## src/rtl/osa_pkg.sv

```systemverilog
package osa_pkg;

  // ---------------------------------------------------------------
  // Sizes
  // ---------------------------------------------------------------
  localparam int          MAX_CONTRIB   = 8;
  localparam int          OBS_W         = 8;
  localparam int          SUM_W         = 11;
  localparam int          ADDR_W        = 8;

  // ---------------------------------------------------------------
  // Fixed-point limits, units of 0.1 %/ft
  // ---------------------------------------------------------------
  localparam logic [7:0]  THR_MIN       = 8'h0a;
  localparam logic [7:0]  THR_MAX       = 8'h64;
  localparam logic [7:0]  THR_STEP      = 8'h05;
  localparam logic [7:0]  THR_RST       = 8'h28;

  // ---------------------------------------------------------------
  // Register offsets (byte addresses)
  // ---------------------------------------------------------------
  localparam logic [7:0]  REG_CTRL      = 8'h00;
  localparam logic [7:0]  REG_THRESH    = 8'h04;
  localparam logic [7:0]  REG_SUM       = 8'h08;
  localparam logic [7:0]  REG_STATUS    = 8'h0c;
  localparam logic [7:0]  REG_IRQ_MASK  = 8'h10;
  localparam logic [7:0]  REG_CONTRIB0  = 8'h20;
  localparam logic [7:0]  REG_VALUE0    = 8'h40;

  // ---------------------------------------------------------------
  // Control fields
  // ---------------------------------------------------------------
  localparam int          CTRL_EN_BIT   = 0;
  localparam int          CTRL_TYPE_LSB = 4;
  localparam int          CTRL_RPT_LSB  = 8;
  localparam int          CTRL_LOOP_LSB = 12;

  // ---------------------------------------------------------------
  // Status / interrupt bits
  // ---------------------------------------------------------------
  localparam int          ST_REACHED    = 0;
  localparam int          ST_CLEARED    = 1;
  localparam int          ST_REPORT     = 2;
  localparam int          ST_REJECT     = 3;
  localparam int          ST_W          = 4;

  // ---------------------------------------------------------------
  // Detector types
  // ---------------------------------------------------------------
  typedef enum logic [2:0] {
    DET_PHOTO      = 3'h0,
    DET_PHOTO_HEAT = 3'h1,
    DET_PHOTO_DUCT = 3'h2,
    DET_ION        = 3'h3,
    DET_OTHER      = 3'h4
  } osa_det_t;

  // ---------------------------------------------------------------
  // Reported states
  // ---------------------------------------------------------------
  typedef enum logic [2:0] {
    RPT_ALARM       = 3'h0,
    RPT_SUM_ALARM   = 3'h1,
    RPT_SUPV_LATCH  = 3'h2,
    RPT_SUPV_NOLAT  = 3'h3,
    RPT_PRE_ALARM1  = 3'h4,
    RPT_PRE_ALARM2  = 3'h5
  } osa_rpt_t;

  // ---------------------------------------------------------------
  // Carriers
  // ---------------------------------------------------------------
  typedef struct packed {
    logic [3:0]        loop_id;
    logic [ADDR_W-1:0] addr;
    osa_det_t          det;
    logic [OBS_W-1:0]  obs;
  } osa_report_t;

  typedef struct packed {
    logic              active;
    osa_rpt_t          state;
  } osa_panel_t;

endpackage : osa_pkg

```

## src/rtl/osa_adder.sv

```systemverilog
`timescale 1ns/10ps
module osa_adder
  import osa_pkg::*;
#(
  parameter int N = MAX_CONTRIB
)
(
  // Clock and reset
  input  wire logic                 sys_clk,
  input  wire logic                 rst,
  // Held values
  input  wire logic [N*OBS_W-1:0]   values,
  input  wire logic [N-1:0]         used,
  // Registered total
  output logic      [SUM_W-1:0]     total
);

  initial
  begin
    if (N < 1 || N > MAX_CONTRIB)
      $error("osa_adder: N out of range");
  end

  // ---------------------------------------------------------------
  // Total of configured slots
  // ---------------------------------------------------------------
  logic [SUM_W-1:0] acc_nxt;

  always_comb
  begin
    acc_nxt = '0;
    for (int i = 0; i < N; i++)
      if (used[i])
        acc_nxt = acc_nxt + SUM_W'(values[i*OBS_W +: OBS_W]);
  end

  always_ff @(posedge sys_clk or posedge rst)
  begin
    if (rst)
      total <= '0;
    else
      total <= acc_nxt;
  end

endmodule : osa_adder

```

## src/rtl/osa_summer.sv

```systemverilog
`timescale 1ns/10ps
module osa_summer
  import osa_pkg::*;
#(
  parameter int N = MAX_CONTRIB
)
(
  // Clock and reset
  input  wire logic          sys_clk,
  input  wire logic          rst,
  // APB slave
  input  wire logic          psel,
  input  wire logic          penable,
  input  wire logic          pwrite,
  input  wire logic [7:0]    paddr,
  input  wire logic [31:0]   pwdata,
  output logic      [31:0]   prdata,
  output logic               pready,
  output logic               pslverr,
  // Loop report input
  input  wire logic          rpt_valid,
  input  wire osa_report_t   rpt,
  // Panel report
  output osa_panel_t         panel,
  output logic               irq
);

  initial
  begin
    if (N < 1 || N > MAX_CONTRIB)
      $error("osa_summer: N out of range");
  end

  // ---------------------------------------------------------------
  // Helpers
  // ---------------------------------------------------------------
  function automatic logic type_ok(input osa_det_t d);
    type_ok = (d == DET_PHOTO) || (d == DET_PHOTO_HEAT) || (d == DET_PHOTO_DUCT) || (d == DET_ION);
  endfunction : type_ok

  function automatic logic thr_ok(input logic [7:0] t);
    thr_ok = (t >= THR_MIN) && (t <= THR_MAX) && ((t % THR_STEP) == 8'h00);
  endfunction : thr_ok

  // ---------------------------------------------------------------
  // Registers
  // ---------------------------------------------------------------
  logic                  en_r;
  osa_det_t              own_type_r;
  osa_rpt_t              rpt_state_r;
  logic [3:0]            own_loop_r;
  logic [7:0]            thresh_r;
  logic [ST_W-1:0]       status_r;
  logic [ST_W-1:0]       mask_r;
  logic [ADDR_W-1:0]     c_addr_r  [N];
  logic [N-1:0]          c_used_r;
  logic [OBS_W-1:0]      c_val_r   [N];
  logic [N*OBS_W-1:0]    val_flat;
  logic [SUM_W-1:0]      sum;
  logic                  reached_r;

  wire  logic            acc_phase = psel && penable && pready;
  wire  logic            wr_acc    = acc_phase && pwrite;
  wire  logic            rd_acc    = acc_phase && !pwrite;
  wire  logic [5:0]      widx      = paddr[7:2];
  wire  logic            ctrl_ok   = type_ok(osa_det_t'(pwdata[CTRL_TYPE_LSB +: 3]))
                                     && (pwdata[CTRL_RPT_LSB +: 3] <= 3'h5);

  // ---------------------------------------------------------------
  // APB handshake: one wait state, answer in the access phase
  // ---------------------------------------------------------------
  always_ff @(posedge sys_clk or posedge rst)
  begin
    if (rst)
      pready <= 1'b0;
    else
      pready <= psel && penable && !pready;
  end

  // Configuration, rejected writes leave it unchanged
  always_ff @(posedge sys_clk or posedge rst)
  begin
    if (rst)
    begin
      en_r        <= 1'b0;
      own_type_r  <= DET_PHOTO;
      rpt_state_r <= RPT_SUM_ALARM;
      own_loop_r  <= 4'h0;
    end
    else if (wr_acc && paddr == REG_CTRL && ctrl_ok)
    begin
      en_r        <= pwdata[CTRL_EN_BIT];
      own_type_r  <= osa_det_t'(pwdata[CTRL_TYPE_LSB +: 3]);
      rpt_state_r <= osa_rpt_t'(pwdata[CTRL_RPT_LSB +: 3]);
      own_loop_r  <= pwdata[CTRL_LOOP_LSB +: 4];
    end
  end

  always_ff @(posedge sys_clk or posedge rst)
  begin
    if (rst)
      thresh_r <= THR_RST;
    else if (wr_acc && paddr == REG_THRESH && thr_ok(pwdata[7:0]))
      thresh_r <= pwdata[7:0];
  end

  always_ff @(posedge sys_clk or posedge rst)
  begin
    if (rst)
      mask_r <= '0;
    else if (wr_acc && paddr == REG_IRQ_MASK)
      mask_r <= pwdata[ST_W-1:0];
  end

  // ---------------------------------------------------------------
  // Contributor table; own address may appear as any slot
  // ---------------------------------------------------------------
  logic [N-1:0] hit;

  always_comb
  begin
    for (int i = 0; i < N; i++)
      hit[i] = c_used_r[i] && (c_addr_r[i] == rpt.addr);
  end

  wire logic rpt_ok = rpt_valid && en_r && rpt.det == own_type_r
                      && rpt.loop_id == own_loop_r && type_ok(rpt.det);

  always_ff @(posedge sys_clk or posedge rst)
  begin
    if (rst)
    begin
      c_used_r <= '0;
      for (int i = 0; i < N; i++)
      begin
        c_addr_r[i] <= '0;
        c_val_r[i]  <= '0;
      end
    end
    else
    begin
      for (int i = 0; i < N; i++)
      begin
        if (wr_acc && widx == 6'(REG_CONTRIB0 >> 2) + 6'(i))
        begin
          c_addr_r[i] <= pwdata[ADDR_W-1:0];
          c_used_r[i] <= pwdata[16];
          c_val_r[i]  <= '0;
        end
        else if (rpt_ok && hit[i])
          c_val_r[i] <= rpt.obs;
      end
    end
  end

  always_comb
  begin
    for (int i = 0; i < N; i++)
      val_flat[i*OBS_W +: OBS_W] = c_val_r[i];
  end

  // Accumulator of 11 bits holds eight 8-bit values
  osa_adder #(.N(N)) u_adder
  (
    .sys_clk (sys_clk),
    .rst     (rst),
    .values  (val_flat),
    .used    (c_used_r),
    .total   (sum)
  );

  // ---------------------------------------------------------------
  // Threshold compare and panel report
  // ---------------------------------------------------------------
  wire logic reach_now = en_r && (sum >= SUM_W'(thresh_r));
  wire logic latching  = (rpt_state_r == RPT_SUPV_LATCH);

  always_ff @(posedge sys_clk or posedge rst)
  begin
    if (rst)
      reached_r <= 1'b0;
    else
      reached_r <= reach_now;
  end

  always_ff @(posedge sys_clk or posedge rst)
  begin
    if (rst)
      panel <= '{active: 1'b0, state: RPT_SUM_ALARM};
    else if (!en_r)
      panel <= '{active: 1'b0, state: rpt_state_r};
    else if (reach_now)
      panel <= '{active: 1'b1, state: rpt_state_r};
    else if (!(latching && panel.active))
      panel <= '{active: 1'b0, state: rpt_state_r};
  end

  // ---------------------------------------------------------------
  // Sticky status, cleared by read; new events win
  // ---------------------------------------------------------------
  logic [ST_W-1:0] ev;

  always_comb
  begin
    ev              = '0;
    ev[ST_REACHED]  = reach_now && !reached_r;
    ev[ST_CLEARED]  = !reach_now && reached_r;
    ev[ST_REPORT]   = rpt_ok && (|hit);
    ev[ST_REJECT]   = rpt_valid && !(rpt_ok && (|hit));
  end

  always_ff @(posedge sys_clk or posedge rst)
  begin
    if (rst)
      status_r <= '0;
    else if (rd_acc && paddr == REG_STATUS)
      // Clear only the bits returned, so an event after the capture is kept
      status_r <= (status_r & ~prdata[ST_W-1:0]) | ev;
    else
      status_r <= status_r | ev;
  end

  always_ff @(posedge sys_clk or posedge rst)
  begin
    if (rst)
      irq <= 1'b0;
    else
      irq <= |(status_r & mask_r);
  end

  // ---------------------------------------------------------------
  // Read data
  // ---------------------------------------------------------------
  logic [31:0] rd_nxt;
  logic        err_nxt;

  always_comb
  begin
    rd_nxt  = '0;
    err_nxt = 1'b0;
    case (paddr)
      REG_CTRL:     rd_nxt = {16'h0000, own_loop_r, 1'b0, rpt_state_r, 1'b0, own_type_r, 3'h0, en_r};
      REG_THRESH:   rd_nxt = {24'h000000, thresh_r};
      REG_SUM:      rd_nxt = {21'h000000, sum};
      REG_STATUS:   rd_nxt = {28'h0000000, status_r};
      REG_IRQ_MASK: rd_nxt = {28'h0000000, mask_r};
      default:
      begin
        if (paddr[1:0] == 2'h0 && widx >= 6'(REG_CONTRIB0 >> 2) && widx < 6'(REG_CONTRIB0 >> 2) + 6'(N))
          rd_nxt = {15'h0000, c_used_r[3'(widx - 6'(REG_CONTRIB0 >> 2))], 8'h00,
                    c_addr_r[3'(widx - 6'(REG_CONTRIB0 >> 2))]};
        else if (paddr[1:0] == 2'h0 && widx >= 6'(REG_VALUE0 >> 2) && widx < 6'(REG_VALUE0 >> 2) + 6'(N))
          rd_nxt = {24'h000000, c_val_r[3'(widx - 6'(REG_VALUE0 >> 2))]};
        else
          err_nxt = 1'b1;
      end
    endcase
  end

  always_ff @(posedge sys_clk or posedge rst)
  begin
    if (rst)
    begin
      prdata  <= '0;
      pslverr <= 1'b0;
    end
    else if (psel && penable && !pready)
    begin
      prdata  <= pwrite ? 32'h00000000 : rd_nxt;
      pslverr <= err_nxt;
    end
    else
    begin
      prdata  <= '0;
      pslverr <= 1'b0;
    end
  end

  // ---------------------------------------------------------------
  // Checks
  // ---------------------------------------------------------------
  thr_range_a: assert property (@(posedge sys_clk) disable iff (rst) thr_ok(thresh_r))
    else $error("threshold out of range");

  type_legal_a: assert property (@(posedge sys_clk) disable iff (rst) type_ok(own_type_r))
    else $error("illegal own type");

  report_store_a: assert property (@(posedge sys_clk) disable iff (rst)
    (rpt_ok && hit[0] && !wr_acc) |=> (c_val_r[0] == $past(rpt.obs)))
    else $error("report not stored");

  foreign_drop_a: assert property (@(posedge sys_clk) disable iff (rst)
    (rpt_valid && rpt.loop_id != own_loop_r && !wr_acc) |=> $stable(c_val_r[0]))
    else $error("foreign report stored");

  sum_track_a: assert property (@(posedge sys_clk) disable iff (rst)
    (c_used_r == {N{1'b0}}) |=> (sum == '0))
    else $error("sum of empty group not zero");

  panel_set_a: assert property (@(posedge sys_clk) disable iff (rst)
    reach_now |=> (panel.active && panel.state == $past(rpt_state_r)))
    else $error("panel not reporting");

  latch_hold_a: assert property (@(posedge sys_clk) disable iff (rst)
    (panel.active && latching && en_r && $stable(rpt_state_r)) |=> panel.active)
    else $error("latching state dropped");

  no_report_a: assert property (@(posedge sys_clk) disable iff (rst)
    (!reach_now && !latching) |=> !panel.active)
    else $error("panel active below threshold");

  sum_wide_a: assert property (@(posedge sys_clk) disable iff (rst)
    sum <= SUM_W'(N * 255))
    else $error("sum overflow");

  type_drop_a: assert property (@(posedge sys_clk) disable iff (rst)
    (rpt_valid && rpt.det != own_type_r && !wr_acc) |=> $stable(c_val_r[0]))
    else $error("wrong type report stored");

  disable_clear_a: assert property (@(posedge sys_clk) disable iff (rst)
    !en_r |=> !panel.active)
    else $error("panel active while disabled");

  status_set_a: assert property (@(posedge sys_clk) disable iff (rst)
    (ev != '0) |=> ((status_r & $past(ev)) == $past(ev)))
    else $error("status event lost");

  ready_pulse_a: assert property (@(posedge sys_clk) disable iff (rst)
    pready |=> !pready)
    else $error("ready held");

endmodule : osa_summer

```

## config.mk

```make
export PLATFORM = sky130hd
export DESIGN_NAME = osa_summer
export DESIGN_NICKNAME = d
export VERILOG_FILES = /design/src/rtl/osa_pkg.sv /design/src/rtl/osa_adder.sv /design/src/rtl/osa_summer.sv
export SDC_FILE = /design/constraint.sdc
export NUM_CORES = 1
export LEC_CHECK = 0
export BUFFER_PORTS_ARGS = -buffer_cell sky130_fd_sc_hd__buf_2
export CAP_MARGIN = 10
export CELL_PAD_IN_SITES_DETAIL_PLACEMENT = 0
export CELL_PAD_IN_SITES_GLOBAL_PLACEMENT = 2
export CORE_UTILIZATION = 40
export DETAILED_ROUTE_END_ITERATION = 16
export MAX_ROUTING_LAYER = met4
export PLACE_DENSITY = 0.87
export REMOVE_ABC_BUFFERS = 1
export SYNTH_ARGS = -nofsm -noshare
export SYNTH_HDL_FRONTEND = slang
export SYNTH_SLANG_ARGS = --single-unit
```

## constraint.sdc

```tcl
create_clock -name sys_clk -period 9.1 [get_ports sys_clk]
set_input_delay 0.91 -clock sys_clk [delete_from_list [all_inputs] [get_ports sys_clk]]
set_output_delay 0.91 -clock sys_clk [all_outputs]
set_load 0.005 [all_outputs]
```

; ---- Word-level counts from Yosys, hierarchy flattened
; Cells that the tools add are included.
[word_totals]
ff_bits = 214
elab_cells = 221
output_inout_bits = 39
[op_classes]
n_lt_le_gt_ge = 11
n_eq_ne = 30
reduce_logical = 79
muxes = 45
n_bitwise = 7
n_div = 1
add_sub_neg = 9
[ops]
columns = cell, n
row1 = two-way mux 8 bit, 22
row2 = case mux 17 bit (5 select lines), 1
row3 = two-way mux 11 bit, 7
row4 = adder 11 x 8 -> 11 bit, 6
row5 = equality test 8 bit, 8
row6 = two-way mux 32 bit, 2
row7 = logical AND 1 bit, 52
row8 = binary-select mux 8 bit (select 3 bit), 2
row9 = equality test 6 x 4 -> 1 bit (second input constant), 8
row10 = two-way mux 17 bit, 1
row11 = equality test 8 x 4 -> 1 bit (second input constant), 2
row12 = zero test 8 bit, 2
row13 = two-way mux 4 bit, 4
row14 = nonzero test 2 bit, 8
row15 = equality test 3 x 2 -> 1 bit (second input constant), 5
row16 = less-than comparator 6 x 5 -> 1 bit (second input constant), 2
row17 = >= comparator 11 x 8 -> 1 bit, 1
row18 = adder 8 x 8 -> 9 bit, 1
row19 = bitwise AND 4 bit, 2
row20 = equality test 8 x 3 -> 1 bit (second input constant), 1
row21 = equality test 8 x 5 -> 1 bit (second input constant), 1
row22 = >= comparator 4 bit (second input constant), 2
row23 = >= comparator 8 x 4 -> 1 bit (second input constant), 1
row24 = less-or-equal comparator 8 x 7 -> 1 bit (second input constant), 1
row25 = 22 further kinds, 40

; ---- Depth between registers and ports, before layout
; Gate-level depths: netlist (run 1).
[logic_depth]
word_depth = 15
depth_mapped = 44
depth_no_buf = 43

; ---- Cells and area by module
; A second synthesis (run 1) with hierarchy kept.
[unflattened]
cells_unflattened = 1344
hier_area_um2 = 13995.9
[by_module_without_submodules]
columns = mod, n_inst, area_each_um2, cells_each
row1 = osa_summer, 1, 10436.3, 897
row2 = osa_adder, 1, 3559.7, 447

; ---- Worst setup path after synthesis (run 1)
; OpenSTA, ideal clock, no wires.
[synth_timing]
kind = reg2reg
startpoint = reg c_used_r[0]
endpoint = reg u_adder.total[10]
arrival_ns = 7.203
required_ns = 8.972
path_stages_with_launch = 40
setup_ns = 0.128
path_slack_ns = 1.768
n_path_buf = 0
cell_sequence = dfrtp_1 -> and2_1 -> ha_1 -> inv_1 -> fa_1 -> mux2i_1 -> fa_1 -> mux2i_1 -> inv_1 -> ha_1 -> a21o_1 -> a21oi_1 -> xnor2_1 -> nand2_1 -> o31ai_1 -> ha_1 -> a211oi_1 -> o21ai_0 -> (+4 left out) -> nor2_1 -> o21a_1 -> nor2_1 -> xnor2_1 -> a22o_1 -> a31o_2 -> ha_1 -> o211a_1 -> o21a_1 -> o21a_1 -> o32ai_1 -> ha_1 -> o21ai_0 -> a21oi_1 -> nand2_1 -> nor3b_1 -> mux2i_1 -> xor2_1
[synth_via]
elab_chain_len = 15
[synth_lines]
columns = item, line
row1 = "start, declared", osa_summer.sv:56  ; logic [N-1:0] c_used_r;
row2 = "start signal, assigned by index", osa_summer.sv:147  ; c_used_r[i] <= pwdata[16];
row3 = two-way mux 8 bit *, osa_adder.sv:33  ; if (used[i])
row4 = adder 8 x 8 -> 9 bit, osa_adder.sv:34  ; acc_nxt = acc_nxt + SUM_W'(values[i*OBS_W +: OBS_W]);
row5 = two-way mux 11 bit *, osa_adder.sv:33
row6 = adder 11 x 8 -> 11 bit, osa_adder.sv:34
row7 = two-way mux 11 bit *, osa_adder.sv:33
row8 = adder 11 x 8 -> 11 bit, osa_adder.sv:34
row9 = two-way mux 11 bit *, osa_adder.sv:33
row10 = adder 11 x 8 -> 11 bit, osa_adder.sv:34
row11 = two-way mux 11 bit *, osa_adder.sv:33
row12 = adder 11 x 8 -> 11 bit, osa_adder.sv:34
row13 = two-way mux 11 bit *, osa_adder.sv:33
row14 = adder 11 x 8 -> 11 bit, osa_adder.sv:34
row15 = two-way mux 11 bit *, osa_adder.sv:33
row16 = adder 11 x 8 -> 11 bit, osa_adder.sv:34
row17 = two-way mux 11 bit *, osa_adder.sv:33
row18 = net u_adder.acc_nxt[10], osa_adder.sv:27  ; logic [SUM_W-1:0] acc_nxt;
row19 = "end signal, assigned", osa_adder.sv:42  ; total <= acc_nxt;
row20 = "end, declared", osa_adder.sv:15  ; output logic [SUM_W-1:0] total
; The timed path passes the listed nets; every way through them passes the cells marked *.
; A chain may end at the register's enable or synchronous reset.

; ---- Worst setup path in the final report (run 1)
[layout_timing]
startpoint = reg c_val_r[56] (netlist name)
endpoint = reg u_adder.total[10]
[layout_via]
elab_chain_len = 15
[layout_lines]
columns = item, line
row1 = "start, declared", osa_summer.sv:57  ; logic [OBS_W-1:0] c_val_r [N];
row2 = "start signal, assigned by index", osa_summer.sv:151  ; c_val_r[i] <= rpt.obs;
row3 = two-way mux 8 bit *, osa_adder.sv:33
row4 = adder 8 x 8 -> 9 bit, osa_adder.sv:34
row5 = two-way mux 11 bit *, osa_adder.sv:33
row6 = adder 11 x 8 -> 11 bit, osa_adder.sv:34
row7 = two-way mux 11 bit *, osa_adder.sv:33
row8 = adder 11 x 8 -> 11 bit, osa_adder.sv:34
row9 = two-way mux 11 bit *, osa_adder.sv:33
row10 = adder 11 x 8 -> 11 bit, osa_adder.sv:34
row11 = two-way mux 11 bit *, osa_adder.sv:33
row12 = adder 11 x 8 -> 11 bit, osa_adder.sv:34
row13 = two-way mux 11 bit *, osa_adder.sv:33
row14 = adder 11 x 8 -> 11 bit, osa_adder.sv:34
row15 = two-way mux 11 bit *, osa_adder.sv:33
row16 = adder 11 x 8 -> 11 bit, osa_adder.sv:34
row17 = two-way mux 11 bit *, osa_adder.sv:33
row18 = net u_adder.acc_nxt[10], osa_adder.sv:27
; Marks and branches as above.

==> flow_metrics.tcl, run 1 <==
set metrics [dict create \
    syn_inst 1358 \
    routabilityCongestion 0.841 \
    p_per_area_nw_per_um2 123 \
    hold_buffers 0 \
    synth.yosys.seq_area_share_pct 35.9 \
    drt_iter0_markers 714 \
    cts-resized-gates 0 \
    fin_crit_ns 8.38 \
    drv_slew 0 \
    grt-ovfl-total 0 \
    crit_top_cell "ha_1" \
    slew_headroom_pct 35.1 \
    fmax_mhz 119 \
    syn_area_per_cell_um2 10.2 \
    grt_pass1_wl_um 60600 \
    synth-async-reset-ratio_pct 100 \
    finalSetupTns_ns 0 \
    synth_flop_cell "dfrtp_1" \
    dieArea_um2 35300 \
    post_drt_wl_per_cell_um 20.6 \
    layout.nets 1541 \
    tritoncts "yes" \
    num_io_pins 108 \
    root_buffer "clkbuf_16" \
    ys_warn_count 0 \
    min_path_type "register to register" \
    path_class "register to register" \
    critPathArrivalTime_ns 8.70 \
    rsz0062_at_grt "no" \
    worst-path-buf-inv 3 \
    status "complete, no violations" \
    setup_violations 0 \
    antenna_found_initial 0 \
    core_um2 33800 \
    fin_ws_ns 0.724 \
    clk_latency_ns 0.46 \
    layout_commonest_cell "dfrtp_1" \
    ys_seq_elements 198 \
    tightest_slew_ns 0.973 \
    start_kind "register" \
    mostFrequentLayoutCells "dfrtp_1 (194), nor2_1 (139), mux2_2 (100)" \
    clkSinkCount 198 \
    die_h_um 188 \
    initial_utilization_pct 40.9 \
    ant_nets 0 \
    crit_family "compound AO/OA/AOI/OAI gates" \
    grt_pass1_vias 10400 \
    dp_worst_setup_slack_ns 0.796 \
    cts_buffers 17 \
    cap_violations 0 \
    dp_hpwl_um 27900 \
    grt_usage_pct 23.0 \
    ir_drop_mv 0.134 \
    critPathSlowestCell "fa_1" \
    hold_viol_final 0 \
    dieWidth_um 188 \
    leakage_nw 7.80 \
    end_kind "register" \
    port_buffers 75 \
    wirelength_um 38300 \
    cpPeakStageDelay_ns 0.48 \
    n_fill_cell 3218 \
    mappedNetlistArea_um2 13800 \
    drt-pass1-iter-count 5 \
    htreeDepth 4 \
    avgViaCountPerCell 5.58 \
    clk_transition_reported_paths_ns 0.08 \
    post_cts_buffers 0 \
    fin_crit_sh_pct 92.0 \
    skew_ns 0.0146 \
    crit_fanout 4 \
    diodes 0 \
    drc_errors 0 \
    num_rows 67 \
    synth_edf_count 0 \
    area_delta_synth_final_pct 9.44 \
    dr_total_vias 10400 \
    r2r_slack_ns 0.72 \
    grt_max_degree 123 \
    ys_types 83 \
    clockBufferDepth 2 \
    critPathRequiredTime_ns 9.43 \
    drive_above_1_share_pct 20.3 \
]
==> sequential cells by signal, summed over array words and instances, names as in the netlist <==
signal and flops:
en_r 1, u_adder.total 11, mask_r 4, own_type_r 3, c_used_r 8, own_loop_r 4, pslverr 1, panel 4
irq 1, c_val_r 64, rpt_state_r 3, prdata 16, pready 1, c_addr_r 64, reached_r 1, status_r 4
thresh_r 8
==> kinds of logic after synthesis <==
| kind of cell | count (synthesis) | synth area share [%] |
|---|---|---|
| buf+inv | 143 | 4.48 |
| other cells | 1 | 0.0271 |
| mux | 234 | 21.1 |
| compound gates | 256 | 12.7 |
| simple gates | 344 | 11.7 |
| xor+xnor | 108 | 7.06 |
| fa+ha+maj | 74 | 7.07 |
| flops | 198 | 35.9 |
==> Yosys cell counts (18+ instances only) <==
master / instances / share of area, %
xor2_1: 48 / 3.0
nand3_1: 19 / 0.69
o21a_1: 23 / 1.2
clkbuf_1: 48 / 1.3
ha_1: 67 / 6.1
xnor2_1: 58 / 3.7
mux2_2: 100 / 8.1
nor2_1: 139 / 3.8
nand2_1: 72 / 2.0
mux2i_1: 96 / 6.9
o21ai_0: 60 / 2.2
a21oi_1: 42 / 1.5
nor2b_1: 18 / 0.81
dfrtp_1: 194 / 35
inv_1: 55 / 1.5
mux4_2: 35 / 5.7
a21o_1: 21 / 1.1
==> power breakdown <==
group	internal, mW	leakage [nW]	total [mW]	switching (mW)
registers	0.885	2.71	0.893	0.00724
logic	0.0640	4.81	0.182	0.118
clock network	0.391	0.286	0.781	0.390
total	1.34	7.80	1.86	0.515
==> worst register-to-register path: cells and delay by family (launching register included) <==
| family | cells | cell delay [ns] |
|---|---|---|
| adders and majority gates | 8 | 2.60 |
| muxes | 3 | 0.75 |
| and+or+nand+nor | 6 | 0.77 |
| AOI/OAI and AO/OA | 16 | 3.04 |
| DFF | 1 | 0.40 |
| xor gates and xnor gates | 3 | 0.44 |
| buffers and inverters | 3 | 0.24 |
==> metrics by stage <==
stage / hold slack [ns] / cells / cell area [µm²] / total power, mW / utilization, %
floorplan: 0.437 / 1288 / 13500 / 1.01 / -
CTS: 0.485 / 1859 / 15100 / 1.87 / 44.8
global placement: 0.454 / 1827 / 14600 / 1.09 / 43.1
finish: 0.475 / 1859 / 15100 / 1.86 / 44.8
detailed placement: 0.467 / 1827 / 14600 / 1.09 / 43.1
global route: 0.505 / 1859 / 15100 / 1.92 / 44.8
==> final timing paths <==
kind | from | end | cells past startpoint
max in group asynchronous | rst | prdata[2]$_DFF_PP0_ | 3
max | c_val_r[56]$_DFFE_PP0P_ | u_adder.total[10]$_DFF_PP0_ | 39
min in group asynchronous | rst | irq$_DFF_PP0_ | 2
max reg2reg | c_val_r[56]$_DFFE_PP0P_ | u_adder.total[10]$_DFF_PP0_ | 39
min | panel[2]$_DFFE_PP0P_ | panel[2]$_DFFE_PP0P_ | 1
min reg2reg | panel[2]$_DFFE_PP0P_ | panel[2]$_DFFE_PP0P_ | 1
==> layout make-up <==
class | instances | area, µm² | area share (%)
multi-input combinational | 1032 | 8310 | 54.9
sequential | 198 | 4960 | 32.8
tap | 448 | 561 | 3.70
timing repair buffer | 91 | 495 | 3.27
clock buffer | 18 | 429 | 2.83
inverter | 58 | 225 | 1.49
clock inverter | 14 | 159 | 1.05
==> layer usage <==
layer	part of all wire (%)	vias to the layer above	GRT usage (%)	wire, µm
met5	0	-	-	0
met4	1.5	0	5.50	567
met3	4.0	32	3.28	1540
met2	47	234	36.8	18200
met1	47	5192	30.8	18000
li1	-	4915	-	-
Power figures use the tool's default switching activity.
==> run 2: changes to the inputs <==
CORE_MARGIN = 3   (was default)
==> run 2 against run 1 <==
- sequential share of layout area grew 0.079 points
- via count down 0.11%
- global-route usage shrank 1.2 points
- core utilization is 0.11 points lower
- sequential cell count unchanged
- cell area decreased by 0.24%
- wire length fell by 0.49%
- combinational power about the same
- first-iteration DRC count shrank 0.56%
==> flow_metrics.tcl, run 2 (synthesized netlist as in run 1, its figures left out) <==
set metrics [dict create \
    dieWidth_um 192 \
    grt-busiest-layer "met2" \
    cap_violations 0 \
    sw_frac_of_total_pct 27.3 \
    slew_headroom_pct 28.1 \
    critPathArrivalTime_ns 8.72 \
    clockBufferDepth 2 \
    avgViaCountPerCell 5.58 \
    drive_above_1_share_pct 20.3 \
    antenna_found_initial 0 \
    rsz0062_at_grt "no" \
    initial_utilization_pct 40.9 \
    worst_hold_slack_ns 0.477 \
    cts-resized-gates 0 \
    dp_hpwl_um 28200 \
    grt_usage_pct 21.8 \
    cts_buffers 17 \
    hold_viol_final 0 \
    status "complete, no violations" \
    root_buffer "clkbuf_16" \
    mostFrequentLayoutCells "dfrtp_1 (194), nor2_1 (138), mux2_2 (100)" \
    crit_family "compound AO/OA/AOI/OAI gates" \
    dr_total_vias 10400 \
    fin_crit_sh_pct 92.3 \
    total_power_mw 1.81 \
    worst-path-buf-inv 3 \
    tightest_slew_ns 1.07 \
    start_kind "register" \
    combPwrFrac_pct 10.0 \
    switching_power_mw 0.495 \
    grt_pass1_wl_um 59800 \
    routabilityCongestion 0.829 \
    ant_nets 0 \
    setup_violations 0 \
    setup.worst_path.start "c_val_r[56]$_DFFE_PP0P_" \
    drv_slew 0 \
    ir_drop_mv 0.132 \
    internal_power_mw 1.32 \
    fmax_mhz 119 \
    hold_buffers 0 \
    clk_latency_ns 0.45 \
    die_h_um 192 \
    clkSinkCount 198 \
    grt-ovfl-total 0 \
    instances_no_fill 1858 \
    layout_commonest_cell "dfrtp_1" \
    num_io_pins 108 \
    grt_pass1_vias 10400 \
    crit_top_cell "ha_1" \
    place_inst 1827 \
    finalSetupTns_ns 0 \
    diodes 0 \
    p_clk_share_pct 40.8 \
    stdcell_area_um2 15100 \
    tritoncts "yes" \
    leakage_nw 7.78 \
    drc_errors 0 \
    end_kind "register" \
    grt_util_met1_pct 29.4 \
    dpl_cell_area_um2 14600 \
    dieArea_um2 36900 \
    path_depth 40 \
    post_drt_wl_per_cell_um 20.5 \
    r2r_slack_ns 0.71 \
    crit_fanout 4 \
    p_per_area_nw_per_um2 120 \
    clk_transition_reported_paths_ns 0.08 \
    grt_use_met2_pct 35.6 \
    core_um2 33800 \
    area_delta_synth_final_pct 9.18 \
    r2r-start "c_val_r[56]$_DFFE_PP0P_" \
    met3_usage_pct 3.14 \
    top_regs "c_addr_r x64, c_val_r x64, prdata x16" \
    reg2reg_depth 40 \
    num_rows 67 \
    port_buffers 75 \
    min_path_type "register to register" \
    drt-pass1-iter-count 5 \
    htreeDepth 4 \
    critPathRequiredTime_ns 9.42 \
    cpPeakStageDelay_ns 0.48 \
    post_cts_buffers 0 \
    path_class "register to register" \
    crit_path_end "u_adder.total[10]$_DFF_PP0_" \
    layout.nets 1541 \
    drt_iter0_markers 710 \
    critPathSlowestCell "fa_1" \
    pwr-share-seq_pct 49.2 \
    skew_ns 0.0170 \
    fin_crit_ns 8.39 \
    grt_max_degree 126 \
    wirelength_um 38100 \
    r2r-end "u_adder.total[10]$_DFF_PP0_" \
]
run 2: final cells by class:
class,count,area [µm²]
fillers,3241,18700
flip-flops and latches,198,4960
multi-input cells,1032,8310
well taps,448,561
inverters,58,225
clock inverters,11,92.6
clock buffers,20,457
repair buffers,91,495
run 2: worst min path at each step:
stage / to / slack [ns] / depth (start not counted) / from
after floorplan: status_r[0]$_DFF_PP0_ / 0.44 / 1 / reached_r$_DFF_PP0_
after global placement: status_r[0]$_DFF_PP0_ / 0.45 / 1 / reached_r$_DFF_PP0_
after detailed placement: status_r[0]$_DFF_PP0_ / 0.46 / 1 / reached_r$_DFF_PP0_
after CTS: status_r[0]$_DFF_PP0_ / 0.47 / 1 / reached_r$_DFF_PP0_
after global routing: panel[2]$_DFFE_PP0P_ / 0.50 / 1 / panel[2]$_DFFE_PP0P_
final: status_r[0]$_DFF_PP0_ / 0.48 / 1 / reached_r$_DFF_PP0_
run 2: worst reg2reg max path, delay by kind of cell, from the launching register on:
family                   cells  cell delay, ns
AO/OA/AOI/OAI               16            2.91
XOR/XNOR                     3            0.37
adder cells (fa/ha/maj)      8            2.63
buffers and inverters        3            0.24
flip-flops                   1            0.40
multiplexers                 3            0.77
AND/OR/NAND/NOR              7            0.94
run 2: metrics by stage:
stage	setup slack (ns)	util, %
floorplan	1.67	-
CTS	0.724	44.7
global route	0.0760	44.7
finish	0.705	44.7
global placement	0.965	43.1
detailed placement	0.789	43.1
run 2: power groups by stage:
stage               Clock (mW)  Combinational [mW]  Sequential [mW]
floorplan                    0               0.103            0.908
global placement             0               0.181            0.910
detailed placement           0               0.182            0.910
CTS                      0.754               0.183            0.893
global route             0.788               0.201            0.894
finish                   0.741               0.181            0.893
run 2: per-layer routing:
layer / up-vias / part of all wire (%)
met5: - / 0
met4: 0 / 1.1
met3: 30 / 4.5
met2: 200 / 48
met1: 5203 / 47
li1: 4929 / -
